## src/rtl/ts_out_map.svh

```systemverilog
// Register offsets, field positions, reset values and framing constants
// for the transport stream output stage. Included by the package users.
`ifndef TS_OUT_MAP_SVH
`define TS_OUT_MAP_SVH

`define ADDR_OUTCLK_RATIO 8'h21
`define ADDR_OUT_CTRL 8'h60
`define ADDR_CLK_CTRL 8'h61
`define ADDR_MONITOR_CTL 8'h67
`define ADDR_MON_HI 8'h7B
`define ADDR_MON_LO 8'h7C

`define RST_OUTCLK_RATIO 8'h00
`define RST_OUT_CTRL 8'h33
`define RST_CLK_CTRL 8'h00
`define RST_MONITOR_CTL 8'h00

`define OC_MANUAL 7
`define OC_ERR_INV 6
`define OC_CLK_POL 5
`define OC_TEI_EN 4
`define OC_SERIAL 3
`define OC_LOCK_HI 2
`define OC_LOCK_LO 0
`define CC_SR_DIS 7
`define MC_ERR_MODE 7
`define MC_SEL_HI 3
`define MC_SEL_LO 0

`define LEN_DVB 8'd188
`define LEN_ALT 8'd130
`define SYNC_BYTE 8'h47
`define RATIO_OFFSET 16'd6
`define LOCK_OFFSET 4'd2
`define R_DVB_NUM 40'd204
`define R_DVB_DEN 40'd193
`define R_ALT_NUM 40'd147
`define R_ALT_DEN 40'd135
`define Q_QPSK 40'd1
`define Q_BPSK 40'd2
`define P_PAR 40'd8
`define P_SER 40'd1
`define SYMPER_FRAC 4
`define TEI_BYTE 8'd1
`define TEI_BIT 7

`endif

```

## src/rtl/ts_out_pkg.sv

```systemverilog
// Types shared by the transport stream output stage.
// Constants live in ts_out_map.svh.
package ts_out_pkg;
	typedef enum logic [1:0] {SRC_SYMBOL, SRC_DECIM, SRC_RATIO, SRC_EXT} clk_src_e;
	typedef enum logic {TX_IDLE, TX_SEND} tx_state_e;
	typedef logic [15:0] period_t;
endpackage

```

## src/rtl/ts_fifo.sv

```systemverilog
// First-word-fall-through FIFO with registered head word and flags.
// Assumes DEPTH is a power of two; one clock, async active-low reset.
`timescale 1ns/1ns
`default_nettype none
module ts_fifo #(
	parameter int W = 10,
	parameter int DEPTH = 16
) (
	input wire logic i_clk_sys,
	input wire logic i_nrst,
	input wire logic [W-1:0] i_in_data,
	input wire logic i_in_valid,
	output logic o_in_ready,
	output logic [W-1:0] o_out_data,
	output logic o_out_valid,
	input wire logic i_out_ready
);
	localparam int AW = $clog2(DEPTH);
	logic [W-1:0] mem [DEPTH];
	logic [AW-1:0] wr_ptr;
	logic [AW-1:0] rd_ptr;
	logic [AW:0] count;
	logic wr;
	logic rd;
	logic [AW-1:0] next_rd_ptr;
	logic [AW:0] next_count;

	assign wr = i_in_valid & o_in_ready;
	assign rd = i_out_ready & o_out_valid;
	assign next_rd_ptr = rd ? rd_ptr + 1'b1 : rd_ptr;
	assign next_count = count + {{AW{1'b0}}, wr} - {{AW{1'b0}}, rd};

	always_ff @(posedge i_clk_sys)
	begin
		if (wr)
			mem[wr_ptr] <= i_in_data;
	end

	always_ff @(posedge i_clk_sys or negedge i_nrst)
	begin
		if (!i_nrst)
		begin
			wr_ptr <= '0;
			rd_ptr <= '0;
			count <= '0;
			o_in_ready <= 1'b0;
			o_out_valid <= 1'b0;
			o_out_data <= '0;
		end
		else
		begin
			if (wr)
				wr_ptr <= wr_ptr + 1'b1;
			rd_ptr <= next_rd_ptr;
			count <= next_count;
			o_in_ready <= next_count < DEPTH[AW:0];
			o_out_valid <= next_count != '0;
			// Bypass a word written into the slot that becomes the head
			if (wr && next_rd_ptr == wr_ptr)
				o_out_data <= i_in_data;
			else
				o_out_data <= mem[next_rd_ptr];
		end
	end
endmodule
`default_nettype wire

```

## src/rtl/transport_stream_output_ctrl.sv

```systemverilog
// Transport stream output stage: byte clock generation, packet framing,
// error flag and monitor selection. Assumes the decoder delivers bytes
// with a packet-start mark and an uncorrectable mark on the first byte.
//
// Behaviour
// (RULE1) Byte period is truncated PLL-clock count formula
// (RULE2) Modulation factor one for QPSK, two BPSK
// (RULE3) Framing factor 204/193 or 147/135
// (RULE4) Factor eight parallel, one serial; Viterbi rate
// (RULE5) Stream clock is PLL rate over count
// (RULE6) Control bit 7 selects manual clock generation
// (RULE7) Bit 6 inverts the block error pin
// (RULE8) Bit 5 set gives normal clock polarity
// (RULE9) Polarity selects rising or falling launch edge
// (RULE10) Bit 4 forces error indicator on bad packets; code marks only DVB packets, not with i_alt_format set
// (RULE11) Bit 3 selects bit-serial output on line 0
// (RULE12) Aligner locks after field plus two syncs
// (RULE13) Hold mode: flag low until good packets
// (RULE14) Packet mode: flag low through last byte
// (RULE15) Monitor select picks monitor register pair
// (RULE16) Monitor codes map to listed internal values
// (RULE17) Two bits choose the output clock source
// (RULE18) Packets on consecutive clocks, gaps held low
// (RULE19) Start strobe for first byte clock only
// (RULE20) Valid strobe spans whole packet
// (RULE21) Reloading counter toggles clock each period
// (RULE22) Unused monitor codes read as zero
`timescale 1ns/1ns
`default_nettype none
`include "ts_out_map.svh"
module transport_stream_output_ctrl #(
	parameter int FIFO_DEPTH = 16,
	parameter int PER_W = 16
) (
	input wire logic i_clk_sys,
	input wire logic i_nrst,
	input wire logic [7:0] i_reg_addr,
	input wire logic [7:0] i_reg_wdata,
	input wire logic i_reg_wr,
	input wire logic i_reg_rd,
	output logic [7:0] o_reg_rdata,
	input wire logic [7:0] i_byte_data,
	input wire logic i_byte_first,
	input wire logic i_byte_uncorr,
	input wire logic i_byte_valid,
	output logic o_byte_ready,
	input wire logic i_bpsk_mode,
	input wire logic i_alt_format,
	input wire logic [2:0] i_code_rate_num,
	input wire logic [3:0] i_code_rate_den,
	input wire logic [15:0] i_symbol_period,
	input wire ts_out_pkg::period_t i_decim_period,
	input wire logic i_descrambler_lock,
	input wire logic i_external_byte_clock_in,
	input wire logic [15:0] i_mon_iq_samples,
	input wire logic [15:0] i_mon_dc_offsets,
	input wire logic [15:0] i_mon_symbol_rate,
	input wire logic [2:0] i_mon_decim_upper,
	input wire logic [7:0] i_mon_freq_lock,
	input wire logic [15:0] i_mon_timing_lock,
	input wire logic [15:0] i_mon_phase_lock,
	output logic o_output_byte_clock,
	output logic [7:0] o_packet_data_out,
	output logic o_packet_start_strobe,
	output logic o_packet_valid_strobe,
	output logic o_block_error_flag
);
	import ts_out_pkg::*;

	localparam int DIV_W = 40;
	localparam int FW = 10;

	logic [7:0] output_data_control;
	logic [7:0] clock_control;
	logic [7:0] monitor_control;
	logic [7:0] outclk_ratio;

	logic manual_outclk_select;
	logic symbol_rate_clock_disable;
	logic error_flag_invert;
	logic outclk_polarity;
	logic auto_error_mark_enable;
	logic bit_serial_select;
	logic [2:0] aligner_lock_count;
	logic error_flag_mode;
	logic [3:0] monitor_select;
	clk_src_e clk_src;

	assign manual_outclk_select = output_data_control[`OC_MANUAL];
	assign error_flag_invert = output_data_control[`OC_ERR_INV];
	assign outclk_polarity = output_data_control[`OC_CLK_POL];
	assign auto_error_mark_enable = output_data_control[`OC_TEI_EN];
	assign bit_serial_select = output_data_control[`OC_SERIAL];
	assign aligner_lock_count = output_data_control[`OC_LOCK_HI:`OC_LOCK_LO];
	assign symbol_rate_clock_disable = clock_control[`CC_SR_DIS];
	assign error_flag_mode = monitor_control[`MC_ERR_MODE];
	assign monitor_select = monitor_control[`MC_SEL_HI:`MC_SEL_LO];
	// RULE6 RULE17
	assign clk_src = clk_src_e'({manual_outclk_select, symbol_rate_clock_disable});

	// Monitor pair selection; the pair is captured when the high half is read
	function automatic logic [15:0] monitor_pair(input logic [3:0] sel);
		unique case (sel)
			4'h0: monitor_pair = i_mon_iq_samples;
			4'h1: monitor_pair = i_mon_dc_offsets;
			4'h3: monitor_pair = i_mon_symbol_rate;
			4'h5: monitor_pair = {i_mon_decim_upper, 13'h0000};
			4'h6: monitor_pair = {i_mon_freq_lock, i_mon_freq_lock};
			4'h7: monitor_pair = i_mon_timing_lock;
			4'h8: monitor_pair = i_mon_phase_lock;
			default: monitor_pair = 16'h0000; // RULE22
		endcase
	endfunction

	always_ff @(posedge i_clk_sys or negedge i_nrst)
	begin
		if (!i_nrst)
		begin
			output_data_control <= `RST_OUT_CTRL;
			clock_control <= `RST_CLK_CTRL;
			monitor_control <= `RST_MONITOR_CTL;
			outclk_ratio <= `RST_OUTCLK_RATIO;
		end
		else if (i_reg_wr)
		begin
			unique case (i_reg_addr)
				`ADDR_OUT_CTRL: output_data_control <= i_reg_wdata;
				`ADDR_CLK_CTRL: clock_control <= i_reg_wdata & 8'h80;
				`ADDR_MONITOR_CTL: monitor_control <= i_reg_wdata & 8'h8F;
				`ADDR_OUTCLK_RATIO: outclk_ratio <= i_reg_wdata;
				default: ;
			endcase
		end
	end

	logic [15:0] next_mon_pair;
	logic [15:0] mon_shadow;
	assign next_mon_pair = monitor_pair(monitor_select); // RULE15 RULE16

	always_ff @(posedge i_clk_sys or negedge i_nrst)
	begin
		if (!i_nrst)
		begin
			o_reg_rdata <= 8'h00;
			mon_shadow <= 16'h0000;
		end
		else if (i_reg_rd)
		begin
			unique case (i_reg_addr)
				`ADDR_OUT_CTRL: o_reg_rdata <= output_data_control;
				`ADDR_CLK_CTRL: o_reg_rdata <= clock_control;
				`ADDR_MONITOR_CTL: o_reg_rdata <= monitor_control;
				`ADDR_OUTCLK_RATIO: o_reg_rdata <= outclk_ratio;
				`ADDR_MON_HI:
				begin
					o_reg_rdata <= next_mon_pair[15:8];
					mon_shadow <= next_mon_pair;
				end
				`ADDR_MON_LO: o_reg_rdata <= mon_shadow[7:0];
				default: o_reg_rdata <= 8'h00;
			endcase
		end
	end

	// Serial restoring divider, rerun continuously so rate changes follow
	logic [DIV_W-1:0] div_res;
	logic [DIV_W-1:0] div_den;
	logic [DIV_W-1:0] div_rem;
	logic [DIV_W-1:0] div_quo;
	logic [DIV_W-1:0] div_rem_sh;
	logic [5:0] div_step;
	period_t period_sym;
	logic [DIV_W-1:0] q_fac;
	logic [DIV_W-1:0] p_fac;
	logic [DIV_W-1:0] r_num;
	logic [DIV_W-1:0] r_den;

	assign q_fac = i_bpsk_mode ? `Q_BPSK : `Q_QPSK; // RULE2
	assign r_num = i_alt_format ? `R_ALT_NUM : `R_DVB_NUM; // RULE3
	assign r_den = i_alt_format ? `R_ALT_DEN : `R_DVB_DEN; // RULE3
	assign p_fac = bit_serial_select ? `P_SER : `P_PAR; // RULE4
	assign div_rem_sh = {div_rem[DIV_W-2:0], div_quo[DIV_W-1]};
	// Last quotient bit folded in here so the period follows within one run
	assign div_res = {div_quo[DIV_W-2:0], div_rem_sh >= div_den} >> `SYMPER_FRAC;

	always_ff @(posedge i_clk_sys or negedge i_nrst)
	begin
		if (!i_nrst)
		begin
			div_den <= '0;
			div_rem <= '0;
			div_quo <= '0;
			div_step <= '0;
			period_sym <= 16'h0002;
		end
		else if (div_step == '0)
		begin
			// RULE1 RULE4: N = Q*R*P*(1/V)*(PLL/RS)/2, symbol period carries fraction bits
			div_quo <= q_fac * r_num * p_fac * DIV_W'(i_code_rate_den) * DIV_W'(i_symbol_period);
			div_den <= (r_den * DIV_W'(i_code_rate_num)) << 1;
			div_rem <= '0;
			div_step <= 6'(DIV_W);
		end
		else
		begin
			if (div_rem_sh >= div_den && div_den != '0)
			begin
				div_rem <= div_rem_sh - div_den;
				div_quo <= {div_quo[DIV_W-2:0], 1'b1};
			end
			else
			begin
				div_rem <= div_rem_sh;
				div_quo <= {div_quo[DIV_W-2:0], 1'b0};
			end
			div_step <= div_step - 1'b1;
			if (div_step == 6'd1)
			begin
				// RULE1: truncation drops the fraction bits
				if (div_res[DIV_W-1:PER_W] != '0)
					period_sym <= '1;
				else if (div_res[PER_W-1:0] < 16'h0002)
					period_sym <= 16'h0002;
				else
					period_sym <= div_res[PER_W-1:0];
			end
		end
	end

	// Byte clock generator
	period_t period;
	period_t gen_cnt;
	period_t next_gen_cnt;
	logic gen_high;
	logic next_gen_high;
	logic ext_q;
	logic launch;

	always_comb
	begin
		unique case (clk_src) // RULE17
			SRC_SYMBOL: period = period_sym;
			SRC_DECIM: period = (i_decim_period < 16'h0002) ? 16'h0002 : i_decim_period;
			SRC_RATIO: period = {8'h00, outclk_ratio} + `RATIO_OFFSET;
			SRC_EXT: period = 16'h0002;
		endcase
		// RULE21 RULE5: reload after period clocks, high for the first half
		next_gen_cnt = (gen_cnt >= period - 1'b1) ? '0 : gen_cnt + 1'b1;
		next_gen_high = (clk_src == SRC_EXT) ? i_external_byte_clock_in : next_gen_cnt < (period >> 1);
		gen_high = (clk_src == SRC_EXT) ? ext_q : gen_cnt < (period >> 1);
		// Data launches when the internal clock falls; the pin polarity flip
		// turns that into a rising or falling pin edge
		launch = gen_high & ~next_gen_high; // RULE9
	end

	always_ff @(posedge i_clk_sys or negedge i_nrst)
	begin
		if (!i_nrst)
		begin
			gen_cnt <= '0;
			ext_q <= 1'b0;
			o_output_byte_clock <= 1'b0;
		end
		else
		begin
			gen_cnt <= next_gen_cnt;
			ext_q <= i_external_byte_clock_in;
			o_output_byte_clock <= outclk_polarity ? next_gen_high : ~next_gen_high; // RULE8
		end
	end

	// Input buffer: decoder bytes with first and uncorrectable marks
	logic [FW-1:0] head;
	logic head_valid;
	logic pop;

	ts_fifo #(.W(FW), .DEPTH(FIFO_DEPTH)) u_fifo (
		.i_clk_sys(i_clk_sys),
		.i_nrst(i_nrst),
		.i_in_data({i_byte_uncorr, i_byte_first, i_byte_data}),
		.i_in_valid(i_byte_valid),
		.o_in_ready(o_byte_ready),
		.o_out_data(head),
		.o_out_valid(head_valid),
		.i_out_ready(pop)
	);

	// Framer
	tx_state_e state;
	logic [7:0] cur_byte;
	logic [7:0] byte_idx;
	logic [2:0] bit_idx;
	logic [3:0] sync_cnt;
	logic aligned;
	logic pkt_bad;
	logic err_low;
	logic next_err_low;
	logic [7:0] pkt_len;
	logic head_first;
	logic start_pkt;
	logic next_byte;
	logic pkt_end;
	logic [7:0] out_byte;

	assign pkt_len = i_alt_format ? `LEN_ALT : `LEN_DVB;
	assign head_first = head[8];

	always_comb
	begin
		start_pkt = launch && state == TX_IDLE && head_valid && head_first && aligned;
		next_byte = launch && state == TX_SEND && (!bit_serial_select || bit_idx == 3'd7);
		pkt_end = next_byte && byte_idx == pkt_len - 1'b1;
		// Bytes outside an aligned packet are drained and dropped
		pop = start_pkt || (next_byte && !pkt_end && head_valid) ||
			(launch && state == TX_IDLE && head_valid && !(head_first && aligned));
		out_byte = head[7:0];
		// RULE10
		if (auto_error_mark_enable && !i_alt_format && pkt_bad && byte_idx + 1'b1 == `TEI_BYTE)
			out_byte[`TEI_BIT] = 1'b1;
	end

	// RULE12: count consecutive good sync words at each packet head
	always_ff @(posedge i_clk_sys or negedge i_nrst)
	begin
		if (!i_nrst)
		begin
			sync_cnt <= '0;
			aligned <= 1'b0;
		end
		else if (pop && head_first)
		begin
			if (i_alt_format || head[7:0] == `SYNC_BYTE)
			begin
				if (sync_cnt < {1'b0, aligner_lock_count} + `LOCK_OFFSET)
					sync_cnt <= sync_cnt + 1'b1;
				aligned <= aligned || sync_cnt + 1'b1 >= {1'b0, aligner_lock_count} + `LOCK_OFFSET;
			end
			else
			begin
				sync_cnt <= '0;
				aligned <= 1'b0;
			end
		end
	end

	always_ff @(posedge i_clk_sys or negedge i_nrst)
	begin
		if (!i_nrst)
		begin
			state <= TX_IDLE;
			cur_byte <= 8'h00;
			byte_idx <= 8'h00;
			bit_idx <= 3'd0;
			pkt_bad <= 1'b0;
			o_packet_data_out <= 8'h00;
			o_packet_start_strobe <= 1'b0;
			o_packet_valid_strobe <= 1'b0;
		end
		else if (launch)
		begin
			o_packet_start_strobe <= start_pkt; // RULE19
			if (start_pkt)
			begin
				state <= TX_SEND;
				cur_byte <= head[7:0];
				pkt_bad <= head[9];
				byte_idx <= 8'h00;
				bit_idx <= 3'd0;
				o_packet_valid_strobe <= 1'b1; // RULE20
				// RULE11
				o_packet_data_out <= bit_serial_select ? {7'h00, head[7]} : head[7:0];
			end
			else if (state == TX_IDLE || pkt_end)
			begin
				// RULE18: lines held low between packets
				state <= TX_IDLE;
				o_packet_valid_strobe <= 1'b0; // RULE20
				o_packet_data_out <= 8'h00;
			end
			else if (!next_byte)
			begin
				bit_idx <= bit_idx + 1'b1;
				o_packet_data_out <= {7'h00, cur_byte[3'd6 - bit_idx]}; // RULE11
			end
			else if (head_valid)
			begin
				// RULE18: an empty buffer mid-packet stretches the current byte
				cur_byte <= out_byte;
				byte_idx <= byte_idx + 1'b1;
				bit_idx <= 3'd0;
				o_packet_data_out <= bit_serial_select ? {7'h00, out_byte[7]} : out_byte;
			end
		end
	end

	always_comb
	begin
		next_err_low = err_low;
		if (error_flag_mode)
		begin
			// RULE13
			if (!i_descrambler_lock)
				next_err_low = 1'b1;
			else if (start_pkt)
				next_err_low = head[9];
		end
		else
		begin
			// RULE14
			if (start_pkt)
				next_err_low = head[9];
			else if (pkt_end)
				next_err_low = 1'b0;
		end
	end

	always_ff @(posedge i_clk_sys or negedge i_nrst)
	begin
		if (!i_nrst)
		begin
			err_low <= 1'b0;
			o_block_error_flag <= 1'b1;
		end
		else
		begin
			err_low <= next_err_low;
			o_block_error_flag <= error_flag_invert ? next_err_low : ~next_err_low; // RULE7
		end
	end
endmodule
`default_nettype wire

```

## config.mk

```make
export PLATFORM = sky130hd
export DESIGN_NAME = transport_stream_output_ctrl
export DESIGN_NICKNAME = d
export VERILOG_FILES = /design/src/rtl/ts_out_pkg.sv /design/src/rtl/ts_fifo.sv /design/src/rtl/transport_stream_output_ctrl.sv
export VERILOG_INCLUDE_DIRS = /design/src /design/src/rtl
export SDC_FILE = /design/constraint.sdc
export NUM_CORES = 1
export LEC_CHECK = 0
export CORE_MARGIN = 5
export CORE_UTILIZATION = 45
export CTS_BUF_LIST = sky130_fd_sc_hd__clkbuf_16
export DETAILED_ROUTE_END_ITERATION = 10
export DONT_BUFFER_PORTS = 1
export GPL_TIMING_DRIVEN = 0
export HOLD_SLACK_MARGIN = 0.06
export PLACE_DENSITY = 0.57
export SLEW_MARGIN = 30
export SYNTH_ARGS = -nofsm -noshare
export SYNTH_HDL_FRONTEND = slang
export SYNTH_HIERARCHICAL = 1
export SYNTH_SLANG_ARGS = --single-unit
```

## constraint.sdc

```tcl
create_clock -name i_clk_sys -period 13 [get_ports i_clk_sys]
set_input_delay 2.6 -clock i_clk_sys [delete_from_list [all_inputs] [get_ports i_clk_sys]]
set_output_delay 2.6 -clock i_clk_sys [all_outputs]
set_load 0.01 [all_outputs]
```

==> results by group <==
Synth
  • Synth top area cells: dfrtp_1, fa_1, edfxtp_1, ha_1, nand2_1
  • Synthesized instance count: about 3400
  • #FFs+latches synth: 390
  • Yosys cell types: 98
  • Async SR Flop Fraction: 59.0%
  • Post-synth EDFFs: 160
  • Cell taking the most area after synthesis: dfrtp_1
  • Synthesized area: 32500 µm²
  • Yosys warns: 6
  • Top FF cell, synth: dfrtp_1
  • Avg Cell Area, Syn: about 9.5 µm²
  • Leading cell types by count after synthesis: nand2_1, inv_1, fa_1
  • Top-count cell post-synth: nand2_1
  • Post-synth top area share: approximately 17%
  • Register area share after synthesis: 32.5%

STA
  • Fmax: 78.4 MHz
  • Hold violation count in the final report: 0
  • Hold Slack: approximately 0.45 ns
  • Slew HR: a little over a third
  • Max Clock Skew: about 0.031 ns
  • Worst Max-Slew Pin Slew: 0.971 ns
  • Min cycle time layout: approximately 13 ns
  • RSZ-0062 raised after global routing: true
  • Setup violators final: 0
  • Final Slew Violations: 0
  • Final period utilization: 98.1%
  • Fin Setup TNS: 0 ns

Setup path
  • CP max FO: 8
  • CP max stage delay: 0.56 ns
  • Worst path slowest cell: fa_1
  • CP dominant cell by count: fa_1
  • Crit. End Element: flop
  • Critical path arrival: 13.16 ns
  • Type of the worst setup path: primary input to flop
  • Startpoint Class: primary input
  • WP data required: 13.41 ns
  • R2R Setup Slk: 0.62 ns

Cells and area
  • Diodes inserted: 0
  • Fraction of layout cells with a size suffix above 1: 9.10%
  • Area grow syn2layout: 11.2%
  • Nets: around 4200
  • Non-Filler Instances: ~4500
  • Fill count: between 6000 and 7000

Routing
  • Via count: 26153
  • Initial drt markers: 1967
  • 1st-pass router iterations: 6
  • Wire length per cell: 21.0 µm
  • Routed Antenna Nets: 0
  • DR vias/cell: 5.83
  • DR DRC count: 0
  • Drt total wl: 94100 µm

Global routing
  • First-pass GRT wire length: 147000 µm
  • Initial antenna violation count: 1
  • GRT Util Overall: 23.5%
  • Grt ovf: 0
  • Vias in the first global route: 26422
  • Largest net degree at the start of global routing: 231

CTS
  • Htree depth: 2
  • Clk slew on worst S/H paths: 0.06 ns
  • CTS tree: yes
  • Inserted Clock Buffers: 43
  • Worst-Skew Late Latency: 0.58 ns
  • CTS max path bufs: 3
  • Clock Sinks: 390
  • Root Buffer: clkbuf_16

Floorplanning
  • Starting Density: roughly 45%
  • Core area: about 72000 µm²
  • Die Span Y: 279 µm
  • Row count: 98
  • Die span in x: 279 µm
  • I/O pin count: approximately 190
  • Die Area: 77800 µm²

Status
  • Outcome: finished, final reports clean

Placement
  • GPL Wtd Cong: 0.959
  • Cells after DPL: 4375
  • Hpwl dp: 72300 µm
  • Port bufs: 0

Flow run
  • Max-cap viol count: 0

Worst hold path
  • Min-Delay Path Class: flop to flop
[cell type report]
| cell class | instances | area, µm² | area share, % |
|---|---|---|---|
| buffer | 175 | 833 | 2.30 |
| clock buffer | 43 | 1080 | 2.97 |
| clock inverter | 36 | 344 | 0.951 |
| inverter | 415 | 1560 | 4.31 |
| multi-input combinational | 2442 | 20300 | 56.1 |
| sequential | 390 | 10600 | 29.2 |
| tap | 950 | 1190 | 3.28 |
| timing repair buffer | 38 | 312 | 0.861 |
[critical path, delay by kind of cell]
kind            cells  cell delay [ns]
compound gates     13             2.16
xor+xnor            2             0.30
fa+ha+maj          13             5.37
buf+inv            14             1.29
mux                 1             0.27
simple gates        7             1.12
[sequential cells by signal (all words and copies together) (netlist names), 4 cells and up]
signal	cells
byte_idx	8
cur_byte	8
div_den	11
div_quo	40
div_rem	39
div_step	6
gen_cnt	16
mon_shadow	8
monitor_control	5
o_packet_data_out	8
o_reg_rdata	8
outclk_ratio	8
output_data_control	8
period_sym	16
sync_cnt	4
u_fifo/count	5
u_fifo/mem	160
u_fifo/o_out_data	10
u_fifo/rd_ptr	4
u_fifo/wr_ptr	4
[worst paths after layout]
| check | start | cells past startpoint | to |
|---|---|---|---|
| setup / recovery | i_alt_format | 50 | div_quo[27] |
| max in group asynchronous | i_nrst | 0 | period_sym[1] |
| hold reg to reg | div_quo[0] | 2 | div_quo[1] |
| setup reg to reg | output_data_control[3] | 49 | div_quo[27] |
| hold / removal | div_quo[0] | 2 | div_quo[1] |
| min in group asynchronous | i_nrst | 0 | byte_idx[2] |
[timing repair]
action | in CTS | in global routing
setup buffers | 19 | 16
pin swaps | 25 | 52
cloned | 0 | 0
gates resized for setup | 86 | 61
hold buffers | 0 | 0
setup endpoints to repair | 20 | 17
[cell families (layout without fill, tap and decap cells)]
kind of cell	count (synthesis)	after routing	share of synthesized area, %
simple gates	1220	1220	19.0
buf+inv	590	707	7.09
compound gates	570	570	12.0
fa+ha+maj	491	491	24.7
flops	390	390	32.5
xor+xnor	103	103	2.86
mux	54	54	1.87
other cells	1	4	0.0115
[per-stage QoR]
| step | setup slack [ns] | instance area, µm² | util [%] |
|---|---|---|---|
| after floorplan | 0.00799 | 32600 | - |
| after global placement | -2.29 | 33800 | 47.1 |
| after detailed placement | -2.49 | 33800 | 47.2 |
| after CTS | 0.00727 | 35800 | 50.0 |
| after global routing | -0.151 | 36200 | 50.5 |
| final | 0.249 | 36200 | 50.5 |
[cell usage in the layout, fill, tap and decap left out, types with 101 or more instances in the layout]
cell and n:
and2_1 146, nor2_1 128, a21oi_1 101, nand2_1 414, nand3_1 193, dfrtp_1 224
ha_1 227, fa_1 251, o21ai_0 121, inv_1 412, clkbuf_1 118, edfxtp_1 160
[per-layer routing]
layer  up-vias  GRT usage, %  routed length, µm
met4         0          5.25               2320
met3       136          3.34               6310
met1     13186          33.1              41200
met5         -             0                  0
met2       894          39.1              44300
li1      11937             -                  -
Power is left out: the tool's default activity adds up to more than one toggle a clock period on the data nets, which glitch-free logic cannot reach.
